[src/gepb_params.svh]
`ifndef GEPB_PARAMS_SVH
`define GEPB_PARAMS_SVH
// ****************************************
// register map (byte addresses, one word each)
// ****************************************
`define GEPB_ADDR_CTRL      8'h00
`define GEPB_ADDR_PTR       8'h04
`define GEPB_ADDR_STATUS    8'h08
`define GEPB_ADDR_IRQ_STAT  8'h0C
`define GEPB_ADDR_IRQ_MASK  8'h10
`define GEPB_CTRL_RST       1'h1
`define GEPB_PTR_RST        6'h14
`define GEPB_MASK_RST       5'h00
`define GEPB_STAT_RXFS_LSB  4
`define GEPB_STAT_SYNC_BIT  8
`define GEPB_RESP_OKAY      2'h0
`define GEPB_RESP_SLVERR    2'h2
// ****************************************
// fifo geometry and status bit positions
// ****************************************
`define GEPB_FIFO_AW        4
`define GEPB_FIFO_DEPTH     5'h10
`define GEPB_FIFO_AE        5'h02
`define GEPB_FIFO_AF        5'h0E
`define GEPB_FS_EMPTY       3
`define GEPB_FS_AEMPTY      2
`define GEPB_FS_FULL        1
`define GEPB_FS_AFULL       0
// ****************************************
// symbols and interrupt bits
// ****************************************
`define GEPB_K_START        8'hFB
`define GEPB_K_TERM         8'hFD
`define GEPB_K_CARRIER      8'hF7
`define GEPB_K_ERROR        8'hFE
`define GEPB_RX_ERR_BYTE    8'h0E
`define GEPB_RX_NOSYNC      8'hFF
`define GEPB_IRQ_TXOVF      0
`define GEPB_IRQ_RXOVF      1
`define GEPB_IRQ_RXUNF      2
`define GEPB_IRQ_SYNCUP     3
`define GEPB_IRQ_SYNCDN     4
`endif

[src/gepb_pkg.sv]
`include "gepb_params.svh"
package gepb_pkg;
  typedef enum logic [1:0] {
    GEPB_TX_IDLE = 2'b00,
    GEPB_TX_LEAD = 2'b01,
    GEPB_TX_DATA = 2'b10,
    GEPB_TX_TERM = 2'b11
  } gepb_tx_state_type;

  typedef struct packed {
    logic       k;
    logic [7:0] data;
  } gepb_entry_type;

  typedef struct packed {
    logic       txclk;
    logic       txen;
    logic       txer;
    logic [7:0] txd;
    logic       txrst_n;
    logic       rxclk;
    logic       rxrst_n;
  } gepb_pins_type;

  typedef struct packed {
    gepb_pins_type                                pm;
    gepb_pins_type                                ps;
    gepb_pins_type                                pp;
    gepb_tx_state_type                            tx_state;
    gepb_entry_type [`GEPB_FIFO_DEPTH-5'h01:0]    txmem;
    gepb_entry_type [`GEPB_FIFO_DEPTH-5'h01:0]    rxmem;
    logic [`GEPB_FIFO_AW:0]                       txwp;
    logic [`GEPB_FIFO_AW:0]                       txrp;
    logic [`GEPB_FIFO_AW:0]                       rxwp;
    logic [`GEPB_FIFO_AW:0]                       rxrp;
    logic [7:0]                                   rxd;
    logic                                         rxdv;
    logic                                         rxer;
    logic                                         rx_in_pkt;
    logic [3:0]                                   txfs;
    logic [3:0]                                   rxfs;
    logic [7:0]                                   link_tx_data;
    logic                                         link_tx_k;
    logic                                         link_tx_valid;
    logic                                         awready;
    logic                                         wready;
    logic                                         bvalid;
    logic [1:0]                                   bresp;
    logic                                         arready;
    logic                                         rvalid;
    logic [31:0]                                  rdata;
    logic [1:0]                                   rresp;
    logic                                         aw_got;
    logic                                         w_got;
    logic [7:0]                                   awaddr;
    logic [31:0]                                  wdata;
    logic                                         wstrb0;
    logic                                         ctrl_en;
    logic [5:0]                                   ptr;
    logic [4:0]                                   irq_status;
    logic [4:0]                                   irq_mask;
    logic                                         irq;
    logic                                         sync_d;
  } gepb_state_type;
endpackage

[src/gepb_bridge.sv]
// Chosen here: register access over AXI4-Lite and the placing of the registers.
`timescale 1ns/1ps
`include "gepb_params.svh"
// Function
// - byte-wide port exists only when the gigabit variant is selected; the ports always exist and USE_GMII only gates port_on.
// - link bytes move only at frame slots from the control-word pointer onward.
// - status bits: 3 empty, 2 almost empty, 1 full, 0 almost full.
// - receive valid high for packet data or the start character.
// - receive error high forces receive byte to 0x0E.
// - receive byte zero in reset, all ones until frame sync.
// - receive and transmit data buses are eight bits wide.
// - transmit reset clears transmit port and fifo write logic.
// - start character is inserted during the two-cycle enable lead.
// - falling transmit enable inserts terminate then carrier characters.
// - transmit error replaces outgoing data with the error symbol.
// - transmit byte, enable and error are sampled on transmit clock rise.
module gepb_bridge #(
  parameter bit USE_GMII = 1'b1
) (
  // clock, reset, enable
  input  wire logic        aclk,
  input  wire logic        aresetn,
  input  wire logic        ce,
  // byte port toward the external mac
  input  wire logic        gmii_txclk,
  input  wire logic        gmii_txreset_n,
  input  wire logic        gmii_txen,
  input  wire logic        gmii_txer,
  input  wire logic [7:0]  gmii_txd,
  input  wire logic        gmii_rxclk,
  input  wire logic        gmii_rxreset_n,
  output logic      [7:0]  gmii_rxd,
  output logic             gmii_rxdv,
  output logic             gmii_rxer,
  output logic      [3:0]  gmii_txfifo_status,
  output logic      [3:0]  gmii_rxfifo_status,
  // link framer side
  input  wire logic        link_frame_sync,
  input  wire logic        link_cw_strobe,
  input  wire logic [5:0]  link_cw_index,
  input  wire logic        link_rx_valid,
  input  wire logic        link_rx_k,
  input  wire logic [7:0]  link_rx_data,
  output logic             link_tx_valid,
  output logic             link_tx_k,
  output logic      [7:0]  link_tx_data,
  // axi4-lite slave
  input  wire logic [7:0]  s_axi_awaddr,
  input  wire logic        s_axi_awvalid,
  output logic             s_axi_awready,
  input  wire logic [31:0] s_axi_wdata,
  input  wire logic [3:0]  s_axi_wstrb,
  input  wire logic        s_axi_wvalid,
  output logic             s_axi_wready,
  output logic      [1:0]  s_axi_bresp,
  output logic             s_axi_bvalid,
  input  wire logic        s_axi_bready,
  input  wire logic [7:0]  s_axi_araddr,
  input  wire logic        s_axi_arvalid,
  output logic             s_axi_arready,
  output logic      [31:0] s_axi_rdata,
  output logic      [1:0]  s_axi_rresp,
  output logic             s_axi_rvalid,
  input  wire logic        s_axi_rready,
  // interrupt
  output logic             irq
);

  gepb_pkg::gepb_state_type st_r;
  gepb_pkg::gepb_state_type st_nxt;
  gepb_pkg::gepb_pins_type  pins;

  logic                    tx_edge;
  logic                    rx_edge;
  logic                    port_on;
  logic                    slot;
  logic [`GEPB_FIFO_AW:0]  tx_cnt;
  logic [`GEPB_FIFO_AW:0]  rx_cnt;
  logic [`GEPB_FIFO_AW-1:0] tx_last;

  // ****************************************
  // pin sampling and edge finding
  // ****************************************
  // all pins are gathered so they share one two-stage synchroniser
  assign pins    = '{txclk: gmii_txclk, txen: gmii_txen, txer: gmii_txer, txd: gmii_txd,
                     txrst_n: gmii_txreset_n, rxclk: gmii_rxclk, rxrst_n: gmii_rxreset_n};
  // data is taken from the stage behind the clock so it is the value from before the edge
  assign tx_edge = st_r.ps.txclk & ~st_r.pp.txclk;
  assign rx_edge = st_r.ps.rxclk & ~st_r.pp.rxclk;
  assign port_on = USE_GMII & st_r.ctrl_en;
  assign tx_cnt  = st_r.txwp - st_r.txrp;
  assign rx_cnt  = st_r.rxwp - st_r.rxrp;
  assign tx_last = st_r.txwp[`GEPB_FIFO_AW-1:0] - 4'h1;
  // the framer sweeps the control words; ours start at the pointer
  assign slot    = port_on & link_cw_strobe & (st_r.ptr != 6'h00) & (link_cw_index >= st_r.ptr);

  // ****************************************
  // next state
  // ****************************************
  always_comb begin
    logic [4:0]  ev;
    logic [4:0]  clr;
    gepb_pkg::gepb_entry_type e;
    ev     = 5'h00;
    clr    = 5'h00;
    e      = st_r.rxmem[st_r.rxrp[`GEPB_FIFO_AW-1:0]];
    st_nxt = st_r;
    st_nxt.pm = pins;
    st_nxt.ps = st_r.pm;
    st_nxt.pp = st_r.ps;
    st_nxt.link_tx_valid = 1'b0;

    // transmit framing, one step per port clock edge
    if (!st_r.ps.txrst_n) begin
      st_nxt.tx_state = gepb_pkg::GEPB_TX_IDLE;
      st_nxt.txwp     = st_r.txrp;
    end else if (tx_edge && port_on) begin
      case (st_r.tx_state)
        gepb_pkg::GEPB_TX_IDLE: begin
          if (st_r.pp.txen) begin
            e = '{k: 1'b1, data: `GEPB_K_START};
            st_nxt.tx_state = gepb_pkg::GEPB_TX_LEAD;
          end
        end
        gepb_pkg::GEPB_TX_LEAD: begin
          // second lead cycle carries nothing; the start symbol already went in
          if (st_r.pp.txen) begin
            st_nxt.tx_state = gepb_pkg::GEPB_TX_DATA;
          end else begin
            e = '{k: 1'b1, data: `GEPB_K_TERM};
            st_nxt.tx_state = gepb_pkg::GEPB_TX_TERM;
          end
        end
        gepb_pkg::GEPB_TX_DATA: begin
          if (!st_r.pp.txen) begin
            e = '{k: 1'b1, data: `GEPB_K_TERM};
            st_nxt.tx_state = gepb_pkg::GEPB_TX_TERM;
          end else if (st_r.pp.txer) begin
            e = '{k: 1'b1, data: `GEPB_K_ERROR};
          end else begin
            e = '{k: 1'b0, data: st_r.pp.txd};
          end
        end
        gepb_pkg::GEPB_TX_TERM: begin
          e = '{k: 1'b1, data: `GEPB_K_CARRIER};
          st_nxt.tx_state = gepb_pkg::GEPB_TX_IDLE;
        end
        default: begin
          st_nxt.tx_state = gepb_pkg::GEPB_TX_IDLE;
        end
      endcase
      // an entry is pushed whenever the step above produced a symbol
      if ((st_r.tx_state != gepb_pkg::GEPB_TX_LEAD || !st_r.pp.txen) &&
          (st_r.tx_state != gepb_pkg::GEPB_TX_IDLE || st_r.pp.txen)) begin
        if (tx_cnt != `GEPB_FIFO_DEPTH) begin
          st_nxt.txmem[st_r.txwp[`GEPB_FIFO_AW-1:0]] = e;
          st_nxt.txwp = st_r.txwp + 5'h01;
        end else begin
          ev[`GEPB_IRQ_TXOVF] = 1'b1; // dropped: the mac ignored full
        end
      end
    end

    // link side drains the transmit fifo at its own slots
    if (slot && tx_cnt != 5'h00 && st_r.ps.txrst_n) begin
      st_nxt.link_tx_valid = 1'b1;
      st_nxt.link_tx_k     = st_r.txmem[st_r.txrp[`GEPB_FIFO_AW-1:0]].k;
      st_nxt.link_tx_data  = st_r.txmem[st_r.txrp[`GEPB_FIFO_AW-1:0]].data;
      st_nxt.txrp          = st_r.txrp + 5'h01;
    end

    // link side fills the receive fifo at the same slots
    if (slot && link_rx_valid) begin
      if (rx_cnt != `GEPB_FIFO_DEPTH) begin
        st_nxt.rxmem[st_r.rxwp[`GEPB_FIFO_AW-1:0]] = '{k: link_rx_k, data: link_rx_data};
        st_nxt.rxwp = st_r.rxwp + 5'h01;
      end else begin
        ev[`GEPB_IRQ_RXOVF] = 1'b1;
      end
    end

    // receive port output, one byte per port clock edge
    e = st_r.rxmem[st_r.rxrp[`GEPB_FIFO_AW-1:0]];
    if (!st_r.ps.rxrst_n) begin
      st_nxt.rxrp      = st_r.rxwp;
      st_nxt.rxd       = 8'h00;
      st_nxt.rxdv      = 1'b0;
      st_nxt.rxer      = 1'b0;
      st_nxt.rx_in_pkt = 1'b0;
    end else if (!link_frame_sync) begin
      st_nxt.rxd       = `GEPB_RX_NOSYNC;
      st_nxt.rxdv      = 1'b0;
      st_nxt.rxer      = 1'b0;
      st_nxt.rx_in_pkt = 1'b0;
    end else if (rx_edge) begin
      if (rx_cnt == 5'h00) begin
        // starving mid-packet is reported as an error byte, not silence
        st_nxt.rxdv      = st_r.rx_in_pkt;
        st_nxt.rxer      = st_r.rx_in_pkt;
        st_nxt.rxd       = st_r.rx_in_pkt ? `GEPB_RX_ERR_BYTE : 8'h00;
        ev[`GEPB_IRQ_RXUNF] = st_r.rx_in_pkt;
        st_nxt.rx_in_pkt = 1'b0;
      end else begin
        st_nxt.rxrp = st_r.rxrp + 5'h01;
        st_nxt.rxer = 1'b0;
        if (e.k && e.data == `GEPB_K_ERROR) begin
          st_nxt.rxdv = 1'b1;
          st_nxt.rxer = 1'b1;
          st_nxt.rxd  = `GEPB_RX_ERR_BYTE;
        end else if (e.k && e.data == `GEPB_K_START) begin
          st_nxt.rxdv      = 1'b1;
          st_nxt.rxd       = e.data;
          st_nxt.rx_in_pkt = 1'b1;
        end else if (e.k) begin
          st_nxt.rxdv      = 1'b0;
          st_nxt.rxd       = 8'h00;
          st_nxt.rx_in_pkt = 1'b0;
        end else begin
          st_nxt.rxdv = 1'b1;
          st_nxt.rxd  = e.data;
        end
      end
    end

    // frame sync transitions
    st_nxt.sync_d = link_frame_sync;
    ev[`GEPB_IRQ_SYNCUP] = link_frame_sync & ~st_r.sync_d;
    ev[`GEPB_IRQ_SYNCDN] = ~link_frame_sync & st_r.sync_d;

    // axi write: address and data may come in either order
    if (s_axi_awvalid && st_r.awready) begin
      st_nxt.aw_got = 1'b1;
      st_nxt.awaddr = s_axi_awaddr;
    end
    if (s_axi_wvalid && st_r.wready) begin
      st_nxt.w_got  = 1'b1;
      st_nxt.wdata  = s_axi_wdata;
      st_nxt.wstrb0 = s_axi_wstrb[0];
    end
    if (st_r.aw_got && st_r.w_got) begin
      st_nxt.aw_got = 1'b0;
      st_nxt.w_got  = 1'b0;
      st_nxt.bvalid = 1'b1;
      st_nxt.bresp  = `GEPB_RESP_OKAY;
      case (st_r.awaddr)
        `GEPB_ADDR_CTRL: if (st_r.wstrb0) st_nxt.ctrl_en = st_r.wdata[0];
        `GEPB_ADDR_PTR: if (st_r.wstrb0) st_nxt.ptr = st_r.wdata[5:0];
        `GEPB_ADDR_IRQ_STAT: if (st_r.wstrb0) clr = st_r.wdata[4:0];
        `GEPB_ADDR_IRQ_MASK: if (st_r.wstrb0) st_nxt.irq_mask = st_r.wdata[4:0];
        `GEPB_ADDR_STATUS: begin
        end
        default: st_nxt.bresp = `GEPB_RESP_SLVERR;
      endcase
    end else if (st_r.bvalid && s_axi_bready) begin
      st_nxt.bvalid = 1'b0;
    end
    st_nxt.awready = ~st_nxt.aw_got & ~st_nxt.bvalid;
    st_nxt.wready  = ~st_nxt.w_got & ~st_nxt.bvalid;

    // axi read: one outstanding, data one cycle after the address
    if (s_axi_arvalid && st_r.arready) begin
      st_nxt.arready = 1'b0;
      st_nxt.rvalid  = 1'b1;
      st_nxt.rresp   = `GEPB_RESP_OKAY;
      st_nxt.rdata   = 32'h0000_0000;
      case (s_axi_araddr)
        `GEPB_ADDR_CTRL: st_nxt.rdata[0] = st_r.ctrl_en;
        `GEPB_ADDR_PTR: st_nxt.rdata[5:0] = st_r.ptr;
        `GEPB_ADDR_STATUS: begin
          st_nxt.rdata[3:0] = st_r.txfs;
          st_nxt.rdata[`GEPB_STAT_RXFS_LSB+:4] = st_r.rxfs;
          st_nxt.rdata[`GEPB_STAT_SYNC_BIT] = st_r.sync_d;
        end
        `GEPB_ADDR_IRQ_STAT: st_nxt.rdata[4:0] = st_r.irq_status;
        `GEPB_ADDR_IRQ_MASK: st_nxt.rdata[4:0] = st_r.irq_mask;
        default: st_nxt.rresp = `GEPB_RESP_SLVERR;
      endcase
    end else if (st_r.rvalid && s_axi_rready) begin
      st_nxt.rvalid  = 1'b0;
      st_nxt.arready = 1'b1;
    end

    // sticky events: a set in the clearing cycle survives
    st_nxt.irq_status = (st_r.irq_status & ~clr) | ev;
    st_nxt.irq        = |(st_nxt.irq_status & st_nxt.irq_mask);

    // fifo status from the pointers that will hold next cycle
    st_nxt.txfs[`GEPB_FS_EMPTY]  = (st_nxt.txwp - st_nxt.txrp) == 5'h00;
    st_nxt.txfs[`GEPB_FS_AEMPTY] = (st_nxt.txwp - st_nxt.txrp) <= `GEPB_FIFO_AE;
    st_nxt.txfs[`GEPB_FS_FULL]   = (st_nxt.txwp - st_nxt.txrp) == `GEPB_FIFO_DEPTH;
    st_nxt.txfs[`GEPB_FS_AFULL]  = (st_nxt.txwp - st_nxt.txrp) >= `GEPB_FIFO_AF;
    st_nxt.rxfs[`GEPB_FS_EMPTY]  = (st_nxt.rxwp - st_nxt.rxrp) == 5'h00;
    st_nxt.rxfs[`GEPB_FS_AEMPTY] = (st_nxt.rxwp - st_nxt.rxrp) <= `GEPB_FIFO_AE;
    st_nxt.rxfs[`GEPB_FS_FULL]   = (st_nxt.rxwp - st_nxt.rxrp) == `GEPB_FIFO_DEPTH;
    st_nxt.rxfs[`GEPB_FS_AFULL]  = (st_nxt.rxwp - st_nxt.rxrp) >= `GEPB_FIFO_AF;
  end

  // ****************************************
  // state register
  // ****************************************
  // the reset image keeps the port resets asserted until the pins say otherwise
  always_ff @(posedge aclk) begin
    if (!aresetn) begin
      st_r            <= '0;
      st_r.awready    <= 1'b1;
      st_r.wready     <= 1'b1;
      st_r.arready    <= 1'b1;
      st_r.ctrl_en    <= `GEPB_CTRL_RST;
      st_r.ptr        <= `GEPB_PTR_RST;
      st_r.irq_mask   <= `GEPB_MASK_RST;
      st_r.txfs       <= 4'hC;
      st_r.rxfs       <= 4'hC;
    end else if (ce) begin
      st_r <= st_nxt;
    end
  end

  // outputs straight from the state register
  assign gmii_rxd           = st_r.rxd;
  assign gmii_rxdv          = st_r.rxdv;
  assign gmii_rxer          = st_r.rxer;
  assign gmii_txfifo_status = st_r.txfs;
  assign gmii_rxfifo_status = st_r.rxfs;
  assign link_tx_valid      = st_r.link_tx_valid;
  assign link_tx_k          = st_r.link_tx_k;
  assign link_tx_data       = st_r.link_tx_data;
  assign s_axi_awready      = st_r.awready;
  assign s_axi_wready       = st_r.wready;
  assign s_axi_bvalid       = st_r.bvalid;
  assign s_axi_bresp        = st_r.bresp;
  assign s_axi_arready      = st_r.arready;
  assign s_axi_rvalid       = st_r.rvalid;
  assign s_axi_rdata        = st_r.rdata;
  assign s_axi_rresp        = st_r.rresp;
  assign irq                = st_r.irq;

  function automatic logic e_k_now();
    e_k_now = st_r.rxmem[st_r.rxrp[`GEPB_FIFO_AW-1:0]].k;
  endfunction
endmodule

[config.mk]
export PLATFORM = sky130hd
export DESIGN_NAME = gepb_bridge
export DESIGN_NICKNAME = d
export VERILOG_FILES = /design/src/gepb_pkg.sv /design/src/gepb_bridge.sv
export VERILOG_INCLUDE_DIRS = /design/src
export SDC_FILE = /design/constraint.sdc
export NUM_CORES = 1
export LEC_CHECK = 0
export BUFFER_PORTS_ARGS = -buffer_cell sky130_fd_sc_hd__buf_4
export CAP_MARGIN = 20
export CORE_AREA = 3 3 198 200
export DETAILED_ROUTE_END_ITERATION = 7
export DIE_AREA = 0 0 201 203
export PLACE_DENSITY_LB_ADDON = 0.08
export SYNTH_ARGS = -nofsm -noshare
export SYNTH_HDL_FRONTEND = slang
export SYNTH_SLANG_ARGS = --single-unit
[constraint.sdc]
create_clock -name aclk -period 4.9 [get_ports aclk]
set_clock_uncertainty 0.15 [all_clocks]
set_input_delay 0.98 -clock aclk [delete_from_list [all_inputs] [get_ports aclk]]
set_output_delay 0.98 -clock aclk [all_outputs]
set_load 0.02 [all_outputs]
Word level (Yosys, flattened, before mapping)
Index checks and enable logic that the tools add are counted.

Output and inout port bits: 70. Input port bits: 92. Bits in latches: 0. RAM bits: 0. Register bits after elaboration: 433. Memory bits (read-only): 0. Memories: 0. Word-level logic and storage cells: 299.

Reduce and logical (&&, ||, !) cells: 44. Divide/modulo/power cells: 0. Magnitude comparators: 11. Muxes and demuxes: 76. Multiply operators: 0. $add $sub $neg: 8. Eq/ne operators: 24. Shift-type cells: 0. Bitwise gates (word level): 20.

Operator list (number): $bwmux 144 (2); $mux 144 (2); $mux 146 (1); $mux 9 (13); $mux 5 (15); $bmux 9 s4 (2); $demux 9 s4 (2); $pmux 9 s4 (1); $eq 8x4->1 const B (4); $mux 16 (2); $mux 11 (2); $add 5x1->5 const B (4); $lt 4x5->1 const B (4); $mux 1 (20); $sub 5x5->5 (4); $eq 8x3->1 const B (2); $eq 8x5->1 const B (2); $eq 8x8->1 const B (2); $logic_not 8->1 (2); $mux 2 (8); $pmux 4 s4 (1); $reduce_and 4->1 (4); $logic_and 1x1->1 (15); $logic_not 5->1 (3); 33 further kinds (66).

Logic depth before layout (Yosys ltp)
Word-level depth: 12. Mapped depth: 22. Mapped depth without buffers: 18.

Worst setup path after synthesis
No wires, ideal clock.

Path type: flip-flop to flip-flop. Start: register st_r[145] in the netlist's numbering. End: register st_r (netlist bit gmii_txfifo_status[0]). Required time: 4.631 ns. Path buffers: 3. Setup time: 0.119 ns. Setup slack: 0.203 ns. Period minus slack after synthesis: 4.697 ns. Arrival: 4.429 ns. Cell stages (with the launch flop): 22. Path through: dfxtp_1 -> clkbuf_1 -> inv_1 -> buf_1 -> ha_1 -> xor2_1 -> or4_1 -> a21oi_2 -> a31oi_4 -> buf_4 -> xnor2_1 -> nor2_1 -> a21oi_1 -> ha_1 -> inv_1 -> fa_1 -> a21o_1 -> a21oi_1 -> xnor2_1 -> xor2_1 -> xnor2_1 -> o221a_1.

Cells in the longest elaborated chain, start to end: 8. Elaborated cells on any way between the ends: 13. Classes of those cells: add/sub (3); order compare (1); eq/ne (1); mux (5); reduce/logical (3).

RTL lines: start, declared (line gepb_bridge.sv:69) `gepb_pkg::gepb_state_type st_r;`; start signal, assigned (line gepb_bridge.sv:314) `st_r <= st_nxt;`; $sub 5x5->5 (line gepb_bridge.sv:91) `assign tx_cnt = st_r.txwp - st_r.txrp;`; $ne 5x5->1 (no line); $mux 5 (line gepb_bridge.sv:155) `` if (tx_cnt != `GEPB_FIFO_DEPTH) begin ``; $mux 5 (line gepb_bridge.sv:153) `if ((st_r.tx_state != gepb_pkg::GEPB_TX_LEAD || !st_r.pp.txen) &&`; $mux 5 (line gepb_bridge.sv:117) `end else if (tx_edge && port_on) begin`; $mux 5 (line gepb_bridge.sv:114) `if (!st_r.ps.txrst_n) begin`; $sub 5x5->5 * (line gepb_bridge.sv:291) `` st_nxt.txfs[`GEPB_FS_AFULL] = (st_nxt.txwp - st_nxt.txrp) >= `GEPB_FIFO_AF; ``; $ge 5x4->1 (no line) *.

Every way passes the cells marked *; elsewhere a longest branch is shown, timed or not. A chain may end at the register's enable or synchronous reset.

==> results.ini <==
[setup_path]
worstSetupEndpointType = flop
startpoint_type = flop
path_class = reg2reg
crit_arrival_ns = 4.86
cpMaxStageDelayCell = dfxtp_1
path_delay_family = compound AO/OA/AOI/OAI gates
crit_buf_inv = 2
path_cells = inv_1 -> ha_1 -> o21a_1 -> o31a_1 -> or3_1 -> a31oi_4 -> buf_4 -> mux2i_1 -> a21oi_1 -> fa_1 -> a21o_1 -> a21oi_1 -> xnor2_1 -> xor2_1 -> xnor2_1 -> o221a_1
required_ns = 5.21
crit_fanout = 26
slowest_delay_ns = 0.57

[drt]
drtAntennaViolNets = 0
dr_total_vias = 15930
routedWlPerCell_um = 18.97
route.detailed.drc = 0
drtIter0Drc = 1113
routed_wl_um = 51970
viasPerCell = 5.814
drtPass1Iterations = 5

[cells_and_area]
design_area_um2 = 22340
drive_above_1_share_pct = 14.67
final_cells = 2740
nets = 2323
final_core_util_pct = 59.44
syn2layout_area_growth_pct = 10.69
antennaDiodeCount = 0

[power]
ir_drop_mv = 0.2816
p_leak_nw = 8.505
power_density_nw_per_um2 = 335.6

[placement]
preCtsSetupSlack_ns = 0.06238
dpl.hpwl_um = 35400
gp_congestion = 0.8552
post-place-cells = 2657
io_buffers = 107
dpl-instance-area_um2 = 20820

[clocking]
tritoncts = done
postCtsSetupBuffers = 0
htreeDepth = 2
cts_made_buffers = 45
clk_pin_slew_ns = 0.06
post_cts_resized = 0
ctsHoldBuffers = 0
clockRootBuffer = clkbuf_16
clk_latency_ns = 0.58
clock_sinks = 431
cts_buffer_depth = 3

[timing]
postLayoutSetupSlackWorst_ns = 0.3432
hold_viol_final = 0
fmax_mhz = 219.5
rsz0062_at_grt = false
fin_tns_setup_ns = 0
layout_worst_path_cycle_share_pct = 93.00
post-route-min-period_ns = 4.557
slew_headroom_pct = 31.16
worst_pin_slew_ns = 1.033
drv_slew = 0
setup_viol = 0

[synthesis]
netlist_area_um2 = 20180
synth_edf_count = 0
syn_avg_cell_area_um2 = 9.180
async_flop_share_pct = 0
seq_area_frac_synth_pct = 42.76
synth_top_area_share_pct = 42.76
yosysMostFrequentCell = dfxtp_1
synth_cell_types = 84
synth_area_leaders = dfxtp_1 (43%), mux2i_1 (8.3%), mux4_2 (7.5%)
yosys.area.top_type = dfxtp_1
synthCells = 2198
yosys_warnings = 0
synth_common_cells = dfxtp_1 (431), nor2_1 (250), nand2_1 (246), mux2i_1 (168), a21oi_1 (144)
synthFlopType = dfxtp_1
synth_seq_cells = 431

[die]
ios = 162
die_w_um = 201
die-area_um2 = 40800
dieHeight_um = 203
num_rows = 71
core-area_um2 = 37580
start_util_pct = 53.70

[min_path]
hold_class = reg2reg

[global_routing]
antenna_found_initial = 0
first_global_vias = 15300
grt_max_degree = 164
grt_overflow = 0
grt_pass1_wl_um = 83400
grt_usage_pct = 25.04

[status]
status = finished clean

[run]
max_cap_violations = 0

[layer usage]
metal  up-vias  track usage, %  part of all wire (%)
met5         -               0                     0
met4         0           7.955                   2.4
met3        93           3.271                   4.9
met2       415           42.24                    48
met1      7699           33.62                    45
li1       7724               -                     -
[worst reg2reg max path: cells and delay by family (launching register included)]
family,cells,cell delay [ns]
xor+xnor,3,0.56
flops,1,0.57
simple gates,1,0.44
buf+inv,2,0.42
compound gates,7,1.23
fa+ha+maj,2,0.86
mux,1,0.22
[state kept, by name, indices dropped and copies added (netlist names), 4 cells and up]
| signal | flops |
|---|---|
| link_tx_data | 8 |
| st_r | 357 |
| gmii_txfifo_status | 4 |
| st_nxt | 28 |
| s_axi_rdata | 9 |
| gmii_rxfifo_status | 4 |
| gmii_rxd | 8 |
[logic make-up after synthesis]
logic type	synth area share (%)
compound gates	15.00
flops	42.76
buf+inv	6.616
simple gates	15.74
fa+ha+maj	2.431
other cells	0.01858
mux	15.87
xor+xnor	1.563
[power by group]
group / internal (W) / switching [W]
registers: 0.00354 / 0.0000377
logic: 0.000158 / 0.000289
clock network: 0.00206 / 0.00141
[worst paths after layout]
path | from | endpoint | slack, ns | cells after the start
hold / removal | st_r[239] | st_r[239] | 0.30 | 2
setup reg to reg | st_r[145] | gmii_txfifo_status[0] | 0.34 | 16
hold reg to reg | st_r[239] | st_r[239] | 0.30 | 2
setup / recovery | st_r[145] | gmii_txfifo_status[0] | 0.34 | 16
[area by class of cell]
type                            count  area [um^2]
Clock buffer                       70         1390
Fill cell                        3340        15240
Multi-Input combinational cell   1535        10310
Clock inverter                     13        126.4
Timing Repair Buffer              144         1094
Sequential cell                   431         8633
Inverter                           36        142.6
Tap cell                          511        639.4
[through the flow]
step	total power, W	hold slack, ns
global placement	0.004091	0.2846
CTS	0.007558	0.3024
finish	0.007495	0.2992
detailed placement	0.004101	0.2944
floorplan	0.003973	0.2786
global route	0.007747	0.3145
[placed cells by master (no fill, tap or decap), drive strengths merged, types with 36 or more instances in the layout]
cell,count
nor2,252
a21oi,149
mux4,67
nand3,120
nand2,247
a211oi,62
dfxtp,431
buf,144
inv,38
o21ai,135
clkbuf,70
mux2i,168
ha,36
No activity file was read; power rests on OpenSTA's default activity.
